### src/common/dotr_defines.svh
// What this block does
// - A rising capture clock edge stores that half's data inputs; outputs follow.
// - Two independent 8-bit halves, each with own clock and output enable.
// - Outputs present stored bits uninverted and can float besides driving.
// - Output enable is active low: low drives, high releases the outputs.
// - Enabled half with a rising edge shows the loaded levels from the first core clock edge after the rise.
// - Without a rising edge a half keeps stored value and output state.
// - Enable high puts all eight outputs of that half in high impedance.
// - Edges still load while disabled; re-enabling shows the new value.
`ifndef DOTR_DEFINES_SVH
`define DOTR_DEFINES_SVH

// ****************************************************************
// Widths and reset values
// ****************************************************************
`define DOTR_HALF_W       8
`define DOTR_WORD_W       16
`define DOTR_STORE_RST    8'h00
`define DOTR_DRIVE_N_RST  1'b1
`define DOTR_BUF_DEPTH    2'h2

`endif

### src/common/dotr_pkg.sv
`include "dotr_defines.svh"

package dotr_pkg;

  // ****************************************************************
  // Capture record
  // ****************************************************************
  typedef struct packed {
    logic                      high_loaded;
    logic                      low_loaded;
    logic [`DOTR_WORD_W-1:0]   word;
  } dotr_cap_s;

  typedef enum logic [1:0] {
    DOTR_EMPTY,
    DOTR_ONE,
    DOTR_TWO
  } dotr_fill_e;

endpackage

### src/core/dotr_buffer.sv
`include "dotr_defines.svh"

module dotr_buffer (
  input  wire logic              clk_in,
  input  wire logic              rst_n_in,
  input  wire logic              in_valid_in,
  input  dotr_pkg::dotr_cap_s    in_data_in,
  output logic                   in_ready_out,
  output logic                   out_valid_out,
  input  wire logic              out_ready_in,
  output dotr_pkg::dotr_cap_s    out_data_out
);

  // ****************************************************************
  // Two-entry store
  // ****************************************************************
  dotr_pkg::dotr_fill_e fill_reg;
  dotr_pkg::dotr_fill_e fill_next;
  dotr_pkg::dotr_cap_s  head_reg;
  dotr_pkg::dotr_cap_s  tail_reg;
  logic                 push;
  logic                 pop;

  assign push = in_valid_in & in_ready_out;
  assign pop  = out_valid_out & out_ready_in;

  always_comb begin
    fill_next = fill_reg;
    case (fill_reg)
      dotr_pkg::DOTR_EMPTY: if (push) fill_next = dotr_pkg::DOTR_ONE;
      dotr_pkg::DOTR_ONE: begin
        if (push && !pop) fill_next = dotr_pkg::DOTR_TWO;
        else if (pop && !push) fill_next = dotr_pkg::DOTR_EMPTY;
      end
      dotr_pkg::DOTR_TWO: if (pop) fill_next = dotr_pkg::DOTR_ONE;
      default: fill_next = dotr_pkg::DOTR_EMPTY;
    endcase
  end

  always_ff @(posedge clk_in or negedge rst_n_in) begin
    if (!rst_n_in) begin
      fill_reg      <= dotr_pkg::DOTR_EMPTY;
      in_ready_out  <= 1'b1;
      out_valid_out <= 1'b0;
    end else begin
      fill_reg      <= fill_next;
      in_ready_out  <= (fill_next != dotr_pkg::DOTR_TWO);
      out_valid_out <= (fill_next != dotr_pkg::DOTR_EMPTY);
    end
  end

  always_ff @(posedge clk_in or negedge rst_n_in) begin
    if (!rst_n_in) begin
      head_reg <= '0;
      tail_reg <= '0;
    end else begin
      if (fill_reg == dotr_pkg::DOTR_TWO && pop) begin
        head_reg <= tail_reg;
      end else if (push && (fill_reg == dotr_pkg::DOTR_EMPTY || pop)) begin
        head_reg <= in_data_in;
      end
      if (push && fill_reg == dotr_pkg::DOTR_ONE && !pop) begin
        tail_reg <= in_data_in;
      end
    end
  end

  assign out_data_out = head_reg;

  // ****************************************************************
  // Checks
  // ****************************************************************
  a_no_overflow: assert property (@(posedge clk_in) disable iff (!rst_n_in)
    (fill_reg == dotr_pkg::DOTR_TWO) |-> !in_ready_out)
    else $error("buffer full but ready");
  a_hold_stall: assert property (@(posedge clk_in) disable iff (!rst_n_in)
    (out_valid_out && !out_ready_in) |=> (out_valid_out && $stable(out_data_out)))
    else $error("stalled word changed");

endmodule

### src/core/dotr_top.sv
`include "dotr_defines.svh"

module dotr_top (
  input  wire logic                    core_clk_in,
  input  wire logic                    arst_n_in,
  input  wire logic                    low_half_capture_clock_in,
  input  wire logic                    high_half_capture_clock_in,
  input  wire logic                    low_half_out_en_low_in,
  input  wire logic                    high_half_out_en_low_in,
  input  wire logic [`DOTR_HALF_W-1:0] low_half_data_in_bits_in,
  input  wire logic [`DOTR_HALF_W-1:0] high_half_data_in_bits_in,
  output logic      [`DOTR_HALF_W-1:0] low_half_data_out_bits_out,
  output logic      [`DOTR_HALF_W-1:0] high_half_data_out_bits_out,
  output logic                         low_half_drive_n_out,
  output logic                         high_half_drive_n_out,
  output logic                         cap_ready_out,
  output logic                         cap_valid_out,
  input  wire logic                    cap_ready_in,
  output dotr_pkg::dotr_cap_s          cap_data_out
);

  // ****************************************************************
  // Helpers
  // ****************************************************************
  function automatic logic edge_up(input logic now_lvl,
                                   input logic was_lvl);
    return now_lvl & ~was_lvl;
  endfunction

  function automatic logic [`DOTR_HALF_W-1:0] pick_half(
    input logic                    fresh_sel,
    input logic [`DOTR_HALF_W-1:0] fresh_val,
    input logic [`DOTR_HALF_W-1:0] kept_val
  );
    return fresh_sel ? fresh_val : kept_val;
  endfunction

  // ****************************************************************
  // Reset release
  // ****************************************************************
  logic rst_meta_reg;
  logic rst_n_reg;

  always_ff @(posedge core_clk_in or negedge arst_n_in) begin
    if (!arst_n_in) begin
      rst_meta_reg <= 1'b0;
      rst_n_reg    <= 1'b0;
    end else begin
      rst_meta_reg <= 1'b1;
      rst_n_reg    <= rst_meta_reg;
    end
  end

  // ****************************************************************
  // Capture clock edge detect
  // ****************************************************************
  logic low_clk_prev_reg;
  logic high_clk_prev_reg;
  logic low_rise;
  logic high_rise;

  always_ff @(posedge core_clk_in or negedge rst_n_reg) begin
    if (!rst_n_reg) begin
      low_clk_prev_reg  <= 1'b1;
      high_clk_prev_reg <= 1'b1;
    end else begin
      low_clk_prev_reg  <= low_half_capture_clock_in;
      high_clk_prev_reg <= high_half_capture_clock_in;
    end
  end

  assign low_rise  = edge_up(low_half_capture_clock_in, low_clk_prev_reg);
  assign high_rise = edge_up(high_half_capture_clock_in, high_clk_prev_reg);

  // ****************************************************************
  // Storage, one register per half
  // ****************************************************************
  always_ff @(posedge core_clk_in or negedge rst_n_reg) begin
    if (!rst_n_reg) begin
      low_half_data_out_bits_out <= `DOTR_STORE_RST;
    end else if (low_rise) begin
      low_half_data_out_bits_out <= low_half_data_in_bits_in;
    end
  end

  always_ff @(posedge core_clk_in or negedge rst_n_reg) begin
    if (!rst_n_reg) begin
      high_half_data_out_bits_out <= `DOTR_STORE_RST;
    end else if (high_rise) begin
      high_half_data_out_bits_out <= high_half_data_in_bits_in;
    end
  end

  // ****************************************************************
  // Output drive enables, low while driving
  // ****************************************************************
  always_ff @(posedge core_clk_in or negedge rst_n_reg) begin
    if (!rst_n_reg) begin
      low_half_drive_n_out  <= `DOTR_DRIVE_N_RST;
      high_half_drive_n_out <= `DOTR_DRIVE_N_RST;
    end else begin
      low_half_drive_n_out  <= low_half_out_en_low_in;
      high_half_drive_n_out <= high_half_out_en_low_in;
    end
  end

  // ****************************************************************
  // Capture record stream
  // ****************************************************************
  dotr_pkg::dotr_cap_s cap_rec;
  logic                cap_push;

  assign cap_push             = low_rise | high_rise;
  assign cap_rec.low_loaded   = low_rise;
  assign cap_rec.high_loaded  = high_rise;
  assign cap_rec.word         = {pick_half(high_rise, high_half_data_in_bits_in,
                                           high_half_data_out_bits_out),
                                 pick_half(low_rise, low_half_data_in_bits_in,
                                           low_half_data_out_bits_out)};

  dotr_buffer u_buffer (
    .clk_in        (core_clk_in),
    .rst_n_in      (rst_n_reg),
    .in_valid_in   (cap_push),
    .in_data_in    (cap_rec),
    .in_ready_out  (cap_ready_out),
    .out_valid_out (cap_valid_out),
    .out_ready_in  (cap_ready_in),
    .out_data_out  (cap_data_out)
  );

  // ****************************************************************
  // Checks
  // ****************************************************************
  a_low_load: assert property (@(posedge core_clk_in) disable iff (!rst_n_reg)
    low_rise |=> low_half_data_out_bits_out == $past(low_half_data_in_bits_in))
    else $error("low half did not load");
  a_high_load: assert property (@(posedge core_clk_in) disable iff (!rst_n_reg)
    high_rise |=> high_half_data_out_bits_out == $past(high_half_data_in_bits_in))
    else $error("high half did not load");
  a_no_invert: assert property (@(posedge core_clk_in) disable iff (!rst_n_reg)
    low_rise |=> (low_half_data_out_bits_out ^ $past(low_half_data_in_bits_in)) == 8'h00)
    else $error("output inverted");
  a_enable_follow: assert property (@(posedge core_clk_in) disable iff (!rst_n_reg)
    !low_half_out_en_low_in |=> !low_half_drive_n_out)
    else $error("enable low did not drive");
  a_load_shown: assert property (@(posedge core_clk_in) disable iff (!rst_n_reg)
    (low_rise && !low_half_out_en_low_in) |=>
      (!low_half_drive_n_out && low_half_data_out_bits_out == $past(low_half_data_in_bits_in)))
    else $error("enabled load not shown");
  a_hold_value: assert property (@(posedge core_clk_in) disable iff (!rst_n_reg)
    (!low_rise && !high_rise) |=> ($stable(low_half_data_out_bits_out)
      && $stable(high_half_data_out_bits_out)))
    else $error("value changed without edge");
  a_float_off: assert property (@(posedge core_clk_in) disable iff (!rst_n_reg)
    high_half_out_en_low_in |=> high_half_drive_n_out)
    else $error("disabled half still driving");
  a_load_while_off: assert property (@(posedge core_clk_in) disable iff (!rst_n_reg)
    (low_rise && low_half_out_en_low_in) ##1 (!low_rise && !low_half_out_en_low_in) |=>
      (!low_half_drive_n_out
       && low_half_data_out_bits_out == $past(low_half_data_in_bits_in, 2)))
    else $error("hidden load lost");
  a_reset_state: assert property (@(posedge core_clk_in)
    $rose(rst_n_reg) |-> (low_half_data_out_bits_out == 8'h00
      && high_half_data_out_bits_out == 8'h00 && low_half_drive_n_out
      && high_half_drive_n_out))
    else $error("reset state wrong");

  // ****************************************************************
  // Checks, high half and low float
  // ****************************************************************
  a_high_no_invert: assert property (@(posedge core_clk_in) disable iff (!rst_n_reg)
    high_rise |=> (high_half_data_out_bits_out ^ $past(high_half_data_in_bits_in)) == 8'h00)
    else $error("high output inverted");

  a_high_en_follow: assert property (@(posedge core_clk_in) disable iff (!rst_n_reg)
    !high_half_out_en_low_in |=> !high_half_drive_n_out)
    else $error("high enable low did not drive");

  a_high_load_shown: assert property (@(posedge core_clk_in) disable iff (!rst_n_reg)
    (high_rise && !high_half_out_en_low_in) |=>
      (!high_half_drive_n_out
       && high_half_data_out_bits_out == $past(high_half_data_in_bits_in)))
    else $error("enabled high load not shown");

  a_low_float_off: assert property (@(posedge core_clk_in) disable iff (!rst_n_reg)
    low_half_out_en_low_in |=> low_half_drive_n_out)
    else $error("disabled low half still driving");

  // ****************************************************************
  // Checks, capture record stream
  // ****************************************************************
  a_record_push: assert property (@(posedge core_clk_in) disable iff (!rst_n_reg)
    (cap_push && cap_ready_out) |=> cap_valid_out)
    else $error("pushed record not offered");

  a_record_low: assert property (@(posedge core_clk_in) disable iff (!rst_n_reg)
    (low_rise && !high_rise && cap_ready_out && !cap_valid_out) |=>
      (cap_data_out.low_loaded && !cap_data_out.high_loaded
       && cap_data_out.word[7:0] == low_half_data_out_bits_out
       && cap_data_out.word[15:8] == high_half_data_out_bits_out))
    else $error("record does not match stored word");

  a_full_holds: assert property (@(posedge core_clk_in) disable iff (!rst_n_reg)
    (!cap_ready_out && !cap_ready_in) |=> !cap_ready_out)
    else $error("full buffer freed without a pop");

  a_pop_frees: assert property (@(posedge core_clk_in) disable iff (!rst_n_reg)
    (!cap_ready_out && cap_ready_in) |=> cap_ready_out)
    else $error("drained buffer stays full");

  // ****************************************************************
  // Coverage
  // ****************************************************************
  c_low_load: cover property (@(posedge core_clk_in) disable iff (!rst_n_reg)
    low_rise && !low_half_out_en_low_in);
  c_hidden_load: cover property (@(posedge core_clk_in) disable iff (!rst_n_reg)
    low_rise && low_half_out_en_low_in);
  c_both_load: cover property (@(posedge core_clk_in) disable iff (!rst_n_reg)
    low_rise && high_rise);
  c_buffer_full: cover property (@(posedge core_clk_in) disable iff (!rst_n_reg)
    !cap_ready_out);
  c_record_drop: cover property (@(posedge core_clk_in) disable iff (!rst_n_reg)
    cap_push && !cap_ready_out);

endmodule

### config.mk
export PLATFORM = sky130hd
export DESIGN_NAME = dotr_top
export DESIGN_NICKNAME = d
export VERILOG_FILES = /design/src/common/dotr_pkg.sv /design/src/core/dotr_buffer.sv /design/src/core/dotr_top.sv
export VERILOG_INCLUDE_DIRS = /design/src /design/src/common
export SDC_FILE = /design/constraint.sdc
export NUM_CORES = 1
export LEC_CHECK = 0
export BUFFER_PORTS_ARGS = -buffer_cell sky130_fd_sc_hd__buf_2
export CAP_MARGIN = 20
export CORE_ASPECT_RATIO = 1.5
export CORE_MARGIN = 2
export CORE_UTILIZATION = 50
export CTS_BUF_LIST = sky130_fd_sc_hd__clkbuf_2
export CTS_CLUSTER_DIAMETER = 120
export DETAILED_ROUTE_END_ITERATION = 7
export PLACE_DENSITY = 0.73
export SYNTH_ARGS = -nofsm -noshare
export SYNTH_HDL_FRONTEND = slang
export SYNTH_SLANG_ARGS = --single-unit
### constraint.sdc
create_clock -name core_clk_in -period 4.19 [get_ports core_clk_in]
set_clock_uncertainty 0.1 [all_clocks]
set_input_delay 0.419 -clock core_clk_in [delete_from_list [all_inputs] [get_ports core_clk_in]]
set_output_delay 0.419 -clock core_clk_in [all_outputs]
set_load 0.01 [all_outputs]
==> qor.csv, run 1 <==
stage,metric,value,unit
logic_synthesis,mapped cell area,2600,µm²
status,status,"complete, no violations",
sta,setup total negative slack,0,ps
setup_path,Critical R2R Launch,u_buffer.fill_reg[0],
logic_synthesis,Synth cell types,28,
logic_synthesis,largest cells by area after synthesis,"dfrtp_1 (55%), mux2i_1 (6.1%), mux2_4 (5.8%)",
die,io pins,61,
drt,Starting DRT DRC Count,109,
placed_design,global placement routability congestion,0.888,
cts,Worst-Skew Late Latency,470,ps
drt,Post-DRT Antenna Nets,0,
setup_path,CP max stage delay,820,ps
drt,DRT Pass-1 Iters,4,
sta,fmax,390,MHz
drt,DR DRC count,0,
die,Starting Density,0.512,
setup_path,crit path max-delay cell type,nand4b_2,
drt,drt via density,5.06,
cts,Num CTS Buffers,9,
sta,RSZ-0062 raised after global routing,no,
logic_synthesis,Yosys top cell area share,0.548,
drt,Routed WL per cell,13.8,µm
logic_synthesis,YS warnings,0,
final_layout,# fillers,439,
pwr,power density cells,654,nW/µm²
pwr,switching share of total power,0.345,
sta,minimum clock period,2570,ps
logic_synthesis,post-synthesis sequential area ratio,0.598,
global_route,antenna violations before repair,0,
setup_path,WS Path Type,reg -> reg,
run,Max Cap Viol,0,
pwr,Clock power frac,0.172,
sta,max-slew violations,0,
pwr,Pint,1.33,mW
die,Die Height,92.4,µm
final_layout,layout cells sized above 1,0.377,
setup_path,CP required,4470,ps
pwr,combinational power share,0.359,
die,Die W,62.9,µm
logic_synthesis,Post-Syn Nets,241,
sta,final hold violations,0,
cts,CTS Hold Bufs,5,
sta,slew margin rel.,0.403,
cts,post-CTS setup buffer count,0,
pwr,Leak,1.60,nW
setup_path,CP Cell Sequence,nand4b_2 -> o211ai_4 -> mux2_2,
final_layout,Nets,310,
sta,Final Setup Violations,0,
setup_path,CP Max Fanout,34,
pwr,peak supply drop,0.000317,V
die,die area,5820,µm²
cts,cts repair resizes,0,
final_layout,"commonest cells after routing, fill and taps aside","buf_2 (60), dfrtp_1 (56), nand2_1 (23), o21ai_0 (20), a21oi_1 (18)",
placed_design,Port Buffers,60,
cts,H-tree levels,3,
drt,drt total wl,4.96,mm
setup_path,kind of start point of the critical path,register,
placed_design,DPL Wire Length,3.31,mm
global_route,GRT Util Overall,0.185,
cts,clk buf depth,2,
setup_path,CP startpoint,u_buffer.fill_reg[0],
logic_synthesis,syn_area_per_cell,11.9,µm²
pwr,Final Power,2.03,mW
pwr,Sw Pwr,0.702,mW
sta,Slew @ Worst Pin,892,ps
logic_synthesis,Yosys top cell by area,dfrtp_1,
final_layout,# diodes,0,
cts,CTS root buf,clkbuf_2,
final_layout,"commonest non-fill, non-tap cell in the layout",buf_2,
setup_path,critical path data arrival time,2850,ps
global_route,grt ovf,0,
logic_synthesis,register bit total from synthesis,62,
final_layout,area grow syn2layout,19.5,%
final_layout,final core utilization,0.612,
cts,clk slew on worst S/H paths,170,ps
die,Rows,32,
global_route,pin count of the biggest net entering global routing,54,
cts,CTS Sinks,62,
pwr,Flop pwr share,0.469,
drt,total number of vias,1823,
worst_hold_path,hold crit path type,reg -> async,
global_route,first-pass GRT wire length,8.16,mm
sta,period utilization,0.612,
cts,CTS tree,yes,
logic_synthesis,synthesized instance count,218,
setup_path,CP Capture Type,register,
die,Core ar.,5080,µm²
global_route,vias in the first global route,1718,
-- logic make-up after synthesis --
family,Yosys count,share of synthesized area
buffers and inverters,25,0.0432
flip-flops,62,0.598
multiplexers,35,0.158
other,1,0.00144
AO/OA/AOI/OAI,47,0.111
AND/OR/NAND/NOR,48,0.0879
-- worst max-delay path: cells and delay by family, from the launching register on --
family           cells  cell delay, ps
multiplexers         1             400
flip-flops           1             460
AO/OA/AOI/OAI        1             690
AND/OR/NAND/NOR      1             820
-- synth_stat cells --
library cell	count
o21ai_2	1
a21o_1	1
and4b_1	1
o211ai_1	1
nand2_1	23
or2b_1	1
a31oi_1	1
mux2_4	10
nand4b_2	1
conb_1	1
mux2i_1	16
clkbuf_1	4
o21ai_0	20
a21boi_1	1
nor2_1	17
inv_1	16
dfstp_2	5
buf_2	3
o211ai_2	1
mux2_2	9
o211ai_4	2
buf_6	2
o21bai_1	1
nor2b_4	2
nand2b_1	1
a21oi_1	18
dfrtp_1	57
nor2b_1	2
-- final timing paths --
kind | end | slack [ps] | cells past startpoint
worst max-delay path | u_buffer.out_data_out[16] | 1620 | 3
worst min-delay path | low_half_data_out_bits_out[4] | 5 | 0
worst max register to register | u_buffer.out_data_out[16] | 1620 | 3
worst min register to register | low_half_data_out_bits_out[4] | 5 | 0
max in group asynchronous | u_buffer.out_data_out[9] | 3070 | 1
min in group core_clk_in | low_half_data_out_bits_out[1] | 80 | 3
-- per-stage QoR --
step | std cells | hold slack (ps) | worst slack, ps | cell area, µm²
finish | 360 | 5.13 | 1620 | 3110
global route | 360 | 29.7 | 1480 | 3110
CTS | 360 | 6.04 | 1620 | 3110
detailed placement | 339 | 4.84 | 1590 | 2950
global placement | 339 | -4.68 | 1630 | 2950
floorplan | 218 | 23.4 | 2240 | 2610
-- routing by layer --
metal / global-route usage / part of all wire / vias up
li1: - / - / 872
met1: 0.249 / 0.45 / 903
met2: 0.277 / 0.49 / 40
met3: 0.0352 / 0.033 / 8
met4: 0.111 / 0.026 / 0
met5: 0 / 0 / -
-- power groups by stage --
stage / Clock, mW / Sequential [mW] / Combinational (mW)
global placement: 0 / 0.961 / 0.713
CTS: 0.367 / 0.953 / 0.741
global route: 0.396 / 0.984 / 0.804
finish: 0.351 / 0.954 / 0.730
floorplan: 0 / 1.01 / 0.467
detailed placement: 0 / 0.964 / 0.738
-- area by class of cell --
type                       instances  area [µm²]  area share
clock buffer                      12        60.1      0.0193
clock inverter                     4        47.5      0.0153
inverter                          16        60.1      0.0193
multi-input combinational        131         935       0.300
sequential                        62        1560       0.501
tap                               68        85.1      0.0273
timing repair buffer              67         365       0.117
(Power assumes the default switching activity.)
==> run 2, diff against run 1 <==
- ABC_AREA: unset -> 1
- PLACE_DENSITY: 0.73 -> 0.72
- clock period: 4.19 -> 2.6 ns (I/O delays scaled with it)
==> qor.csv, run 2 <==
stage,metric,value,unit
placed_design,DPL Wire Length,3.89,mm
global_route,vias in the first global route,2172,
logic_synthesis,synthesized instance count,296,
die,Core ar.,5410,µm²
global_route,antenna violations before repair,0,
global_route,first-pass GRT wire length,9.89,mm
logic_synthesis,YS warnings,0,
final_layout,"commonest cells after routing, fill and taps aside","nand2_1 (109), buf_2 (60), dfrtp_1 (56), nand3_1 (39)",
pwr,power density cells,908,nW/µm²
worst_hold_path,Min-Delay Path Depth,5,
setup_path,R2R Setup Slk,730,ps
sta,max-slew violations,0,
sta,slew margin rel.,0.484,
final_layout,Reg area,1560,µm²
drt,Post-DRT Antenna Nets,0,
logic_synthesis,post-synthesis sequential area ratio,0.564,
setup_path,R2R depth,7,
setup_path,Critical R2R Launch,low_clk_prev_reg,
logic_synthesis,largest family of logic cells by synthesized area,simple AND/OR/NAND/NOR gates,
global_route,grt ovf,0,
pwr,Leak,1.85,nW
drt,Starting DRT DRC Count,154,
sta,Final Setup Violations,0,
sta,period utilization,0.720,
cts,CTS Sinks,62,
cts,cts repair resizes,0,
setup_path,kind of start point of the critical path,register,
setup_path,CP Max Fanout,20,
logic_synthesis,register bit total from synthesis,62,
global_route,GRT Util Overall,0.216,
cts,clk slew on worst S/H paths,160,ps
logic_synthesis,Synth Area in Compound Gates,0.0557,
setup_path,CP required,2940,ps
logic_synthesis,mapped cell area,2760,µm²
die,Die Height,95.0,µm
cts,H-tree levels,3,
worst_hold_path,hold crit path type,in -> reg,
logic_synthesis,"top cells by count, synth","nand2_1 (109), dfrtp_1 (57), nand3_1 (39)",
logic_synthesis,mux cell area share after synthesis,0,
pwr,peak supply drop,0.000431,V
logic_synthesis,syn_area_per_cell,9.33,µm²
placed_design,area of placed instances,3070,µm²
logic_synthesis,cell with the most instances after synthesis,nand2_1,
logic_synthesis,Yosys top cell area share,0.516,
logic_synthesis,Synth Flop Type,dfrtp_1,
die,Rows,33,
cts,Worst-Skew Late Latency,480,ps
drt,DR DRC count,0,
logic_synthesis,Post-Synth Simple-Gate Area,0.306,
drt,total number of vias,2220,
final_layout,area grow syn2layout,21.7,%
run,Max Cap Viol,0,
cts,CTS root buf,clkbuf_2,
setup_path,critical path data arrival time,2210,ps
final_layout,"commonest non-fill, non-tap cell in the layout",nand2_1,
sta,setup total negative slack,0,ps
logic_synthesis,"EDFF count, synth",0,
final_layout,# fillers,484,
die,Starting Density,0.511,
cts,CTS tree,yes,
final_layout,final core utilization,0.622,
logic_synthesis,largest cells by area after synthesis,"dfrtp_1 (52%), nand2_1 (15%), nand3_1 (7.1%)",
worst_hold_path,Hold EP,u_buffer.tail_reg[15],
setup_path,CP Capture Type,register,
sta,fmax,534,MHz
logic_synthesis,adder-cell share of the synthesized area,0,
sta,final hold violations,0,
drt,Routed WL per cell,13.1,µm
logic_synthesis,Yosys top cell by area,dfrtp_1,
drt,drt total wl,5.97,mm
die,io pins,61,
final_layout,Multi-input gate area,1000,µm²
status,status,"complete, no violations",
sta,minimum clock period,1870,ps
drt,DRT Pass-1 Iters,4,
final_layout,layout cells sized above 1,0.314,
logic_synthesis,Post-Syn Nets,319,
cts,clk buf depth,2,
placed_design,global placement routability congestion,0.764,
logic_synthesis,Synth cell types,21,
final_layout,Nets,403,
worst_hold_path,beginning of the worst hold path,cap_ready_in,
final_layout,design area,3360,µm²
logic_synthesis,"FFs w/ async S/R, synth",1.00,
global_route,pin count of the biggest net entering global routing,43,
drt,drt via density,4.88,
placed_design,Port Buffers,60,
setup_path,WS Path Type,reg -> reg,
sta,RSZ-0062 raised after global routing,no,
cts,Num CTS Buffers,9,
logic_synthesis,xor/xnor share of the synthesized area,0,
die,Die W,64.7,µm
cts,post-CTS setup buffer count,0,
final_layout,# diodes,0,
die,die area,6150,µm²
sta,Slew @ Worst Pin,774,ps
setup_path,reg-to-reg critical path endpoint,u_buffer.out_data_out[1],
==> run 2: cell types whose count changed after synthesis, moves of 14 or more <==
cell,previous run,this run
nand2_1,23,109
nand3_1,0,39
a21oi_1,18,0
mux2i_1,16,0
o21ai_0,20,6
nor2_1,17,2
==> run 2: metrics by stage <==
| step | cells | power, mW | hold WS (ps) | setup WS, ps |
|---|---|---|---|---|
| 2_1_floorplan | 296 | 2.32 | -136 | 655 |
| 3_3_place_gp | 417 | 2.58 | -53.5 | 779 |
| 3_5_place_dp | 417 | 2.62 | -51.4 | 753 |
| 4_1_cts | 455 | 3.09 | 172 | 719 |
| 5_1_grt | 455 | 3.30 | 179 | 534 |
| 6_report | 455 | 3.05 | 189 | 727 |
==> run 2: layout make-up <==
type                    instances  area share
inverters                      27      0.0301
repair buffers                 84       0.159
clock inverters                 4     0.00447
flip-flops and latches         62       0.464
clock buffers                  12      0.0179
well taps                      70      0.0261
multi-input cells             196       0.298
==> run 2: kinds of logic after synthesis <==
| kind of cell | count (synthesis) |
|---|---|
| DFF | 62 |
| and+or+nand+nor | 174 |
| buffers and inverters | 38 |
| other | 1 |
| AOI/OAI and AO/OA | 21 |
==> run 2: layer usage <==
layer / GRT usage / up-vias / part of all wire
li1: - / 1107 / -
met5: 0 / - / 0
met4: 0.105 / 0 / 0.020
met1: 0.277 / 1061 / 0.43
met3: 0.0579 / 11 / 0.036
met2: 0.341 / 41 / 0.51
==> run 2: worst max-delay path: stages, from the launching register on <==
cell	delay, ps
dfstp_2	390
inv_1	80
nand2_4	110
nand2_2	110
nand3_2	430
nand2_4	390
nand3_1	120
nand2_1	80
==> run 2: power by group <==
group | leakage (nW) | switching (mW) | total (mW) | internal (mW)
clock network | 0.0561 | 0.318 | 0.445 | 0.126
logic | 1.03 | 0.704 | 1.14 | 0.438
registers | 0.768 | 0.180 | 1.47 | 1.29
total | 1.85 | 1.20 | 3.05 | 1.85
==> run 2: worst max-delay path by stage <==
stage | cells after the start | start | to | slack, ps
2_1_floorplan | 0 | rst_n_reg | high_half_data_out_bits_out[0] | 650
3_3_place_gp | 7 | high_clk_prev_reg | u_buffer.out_data_out[5] | 780
3_5_place_dp | 7 | high_clk_prev_reg | u_buffer.out_data_out[1] | 750
4_1_cts | 7 | low_clk_prev_reg | u_buffer.out_data_out[12] | 720
5_1_grt | 5 | u_buffer.fill_reg[0] | u_buffer.out_data_out[12] | 530
6_report | 7 | low_clk_prev_reg | u_buffer.out_data_out[1] | 730
==> run 2: repair_timing <==
item | in CTS | in global routing
endpoints found under the hold margin | 29 | 0
hold buffers | 22 | 0
setup endpoints to repair | 0 | 0
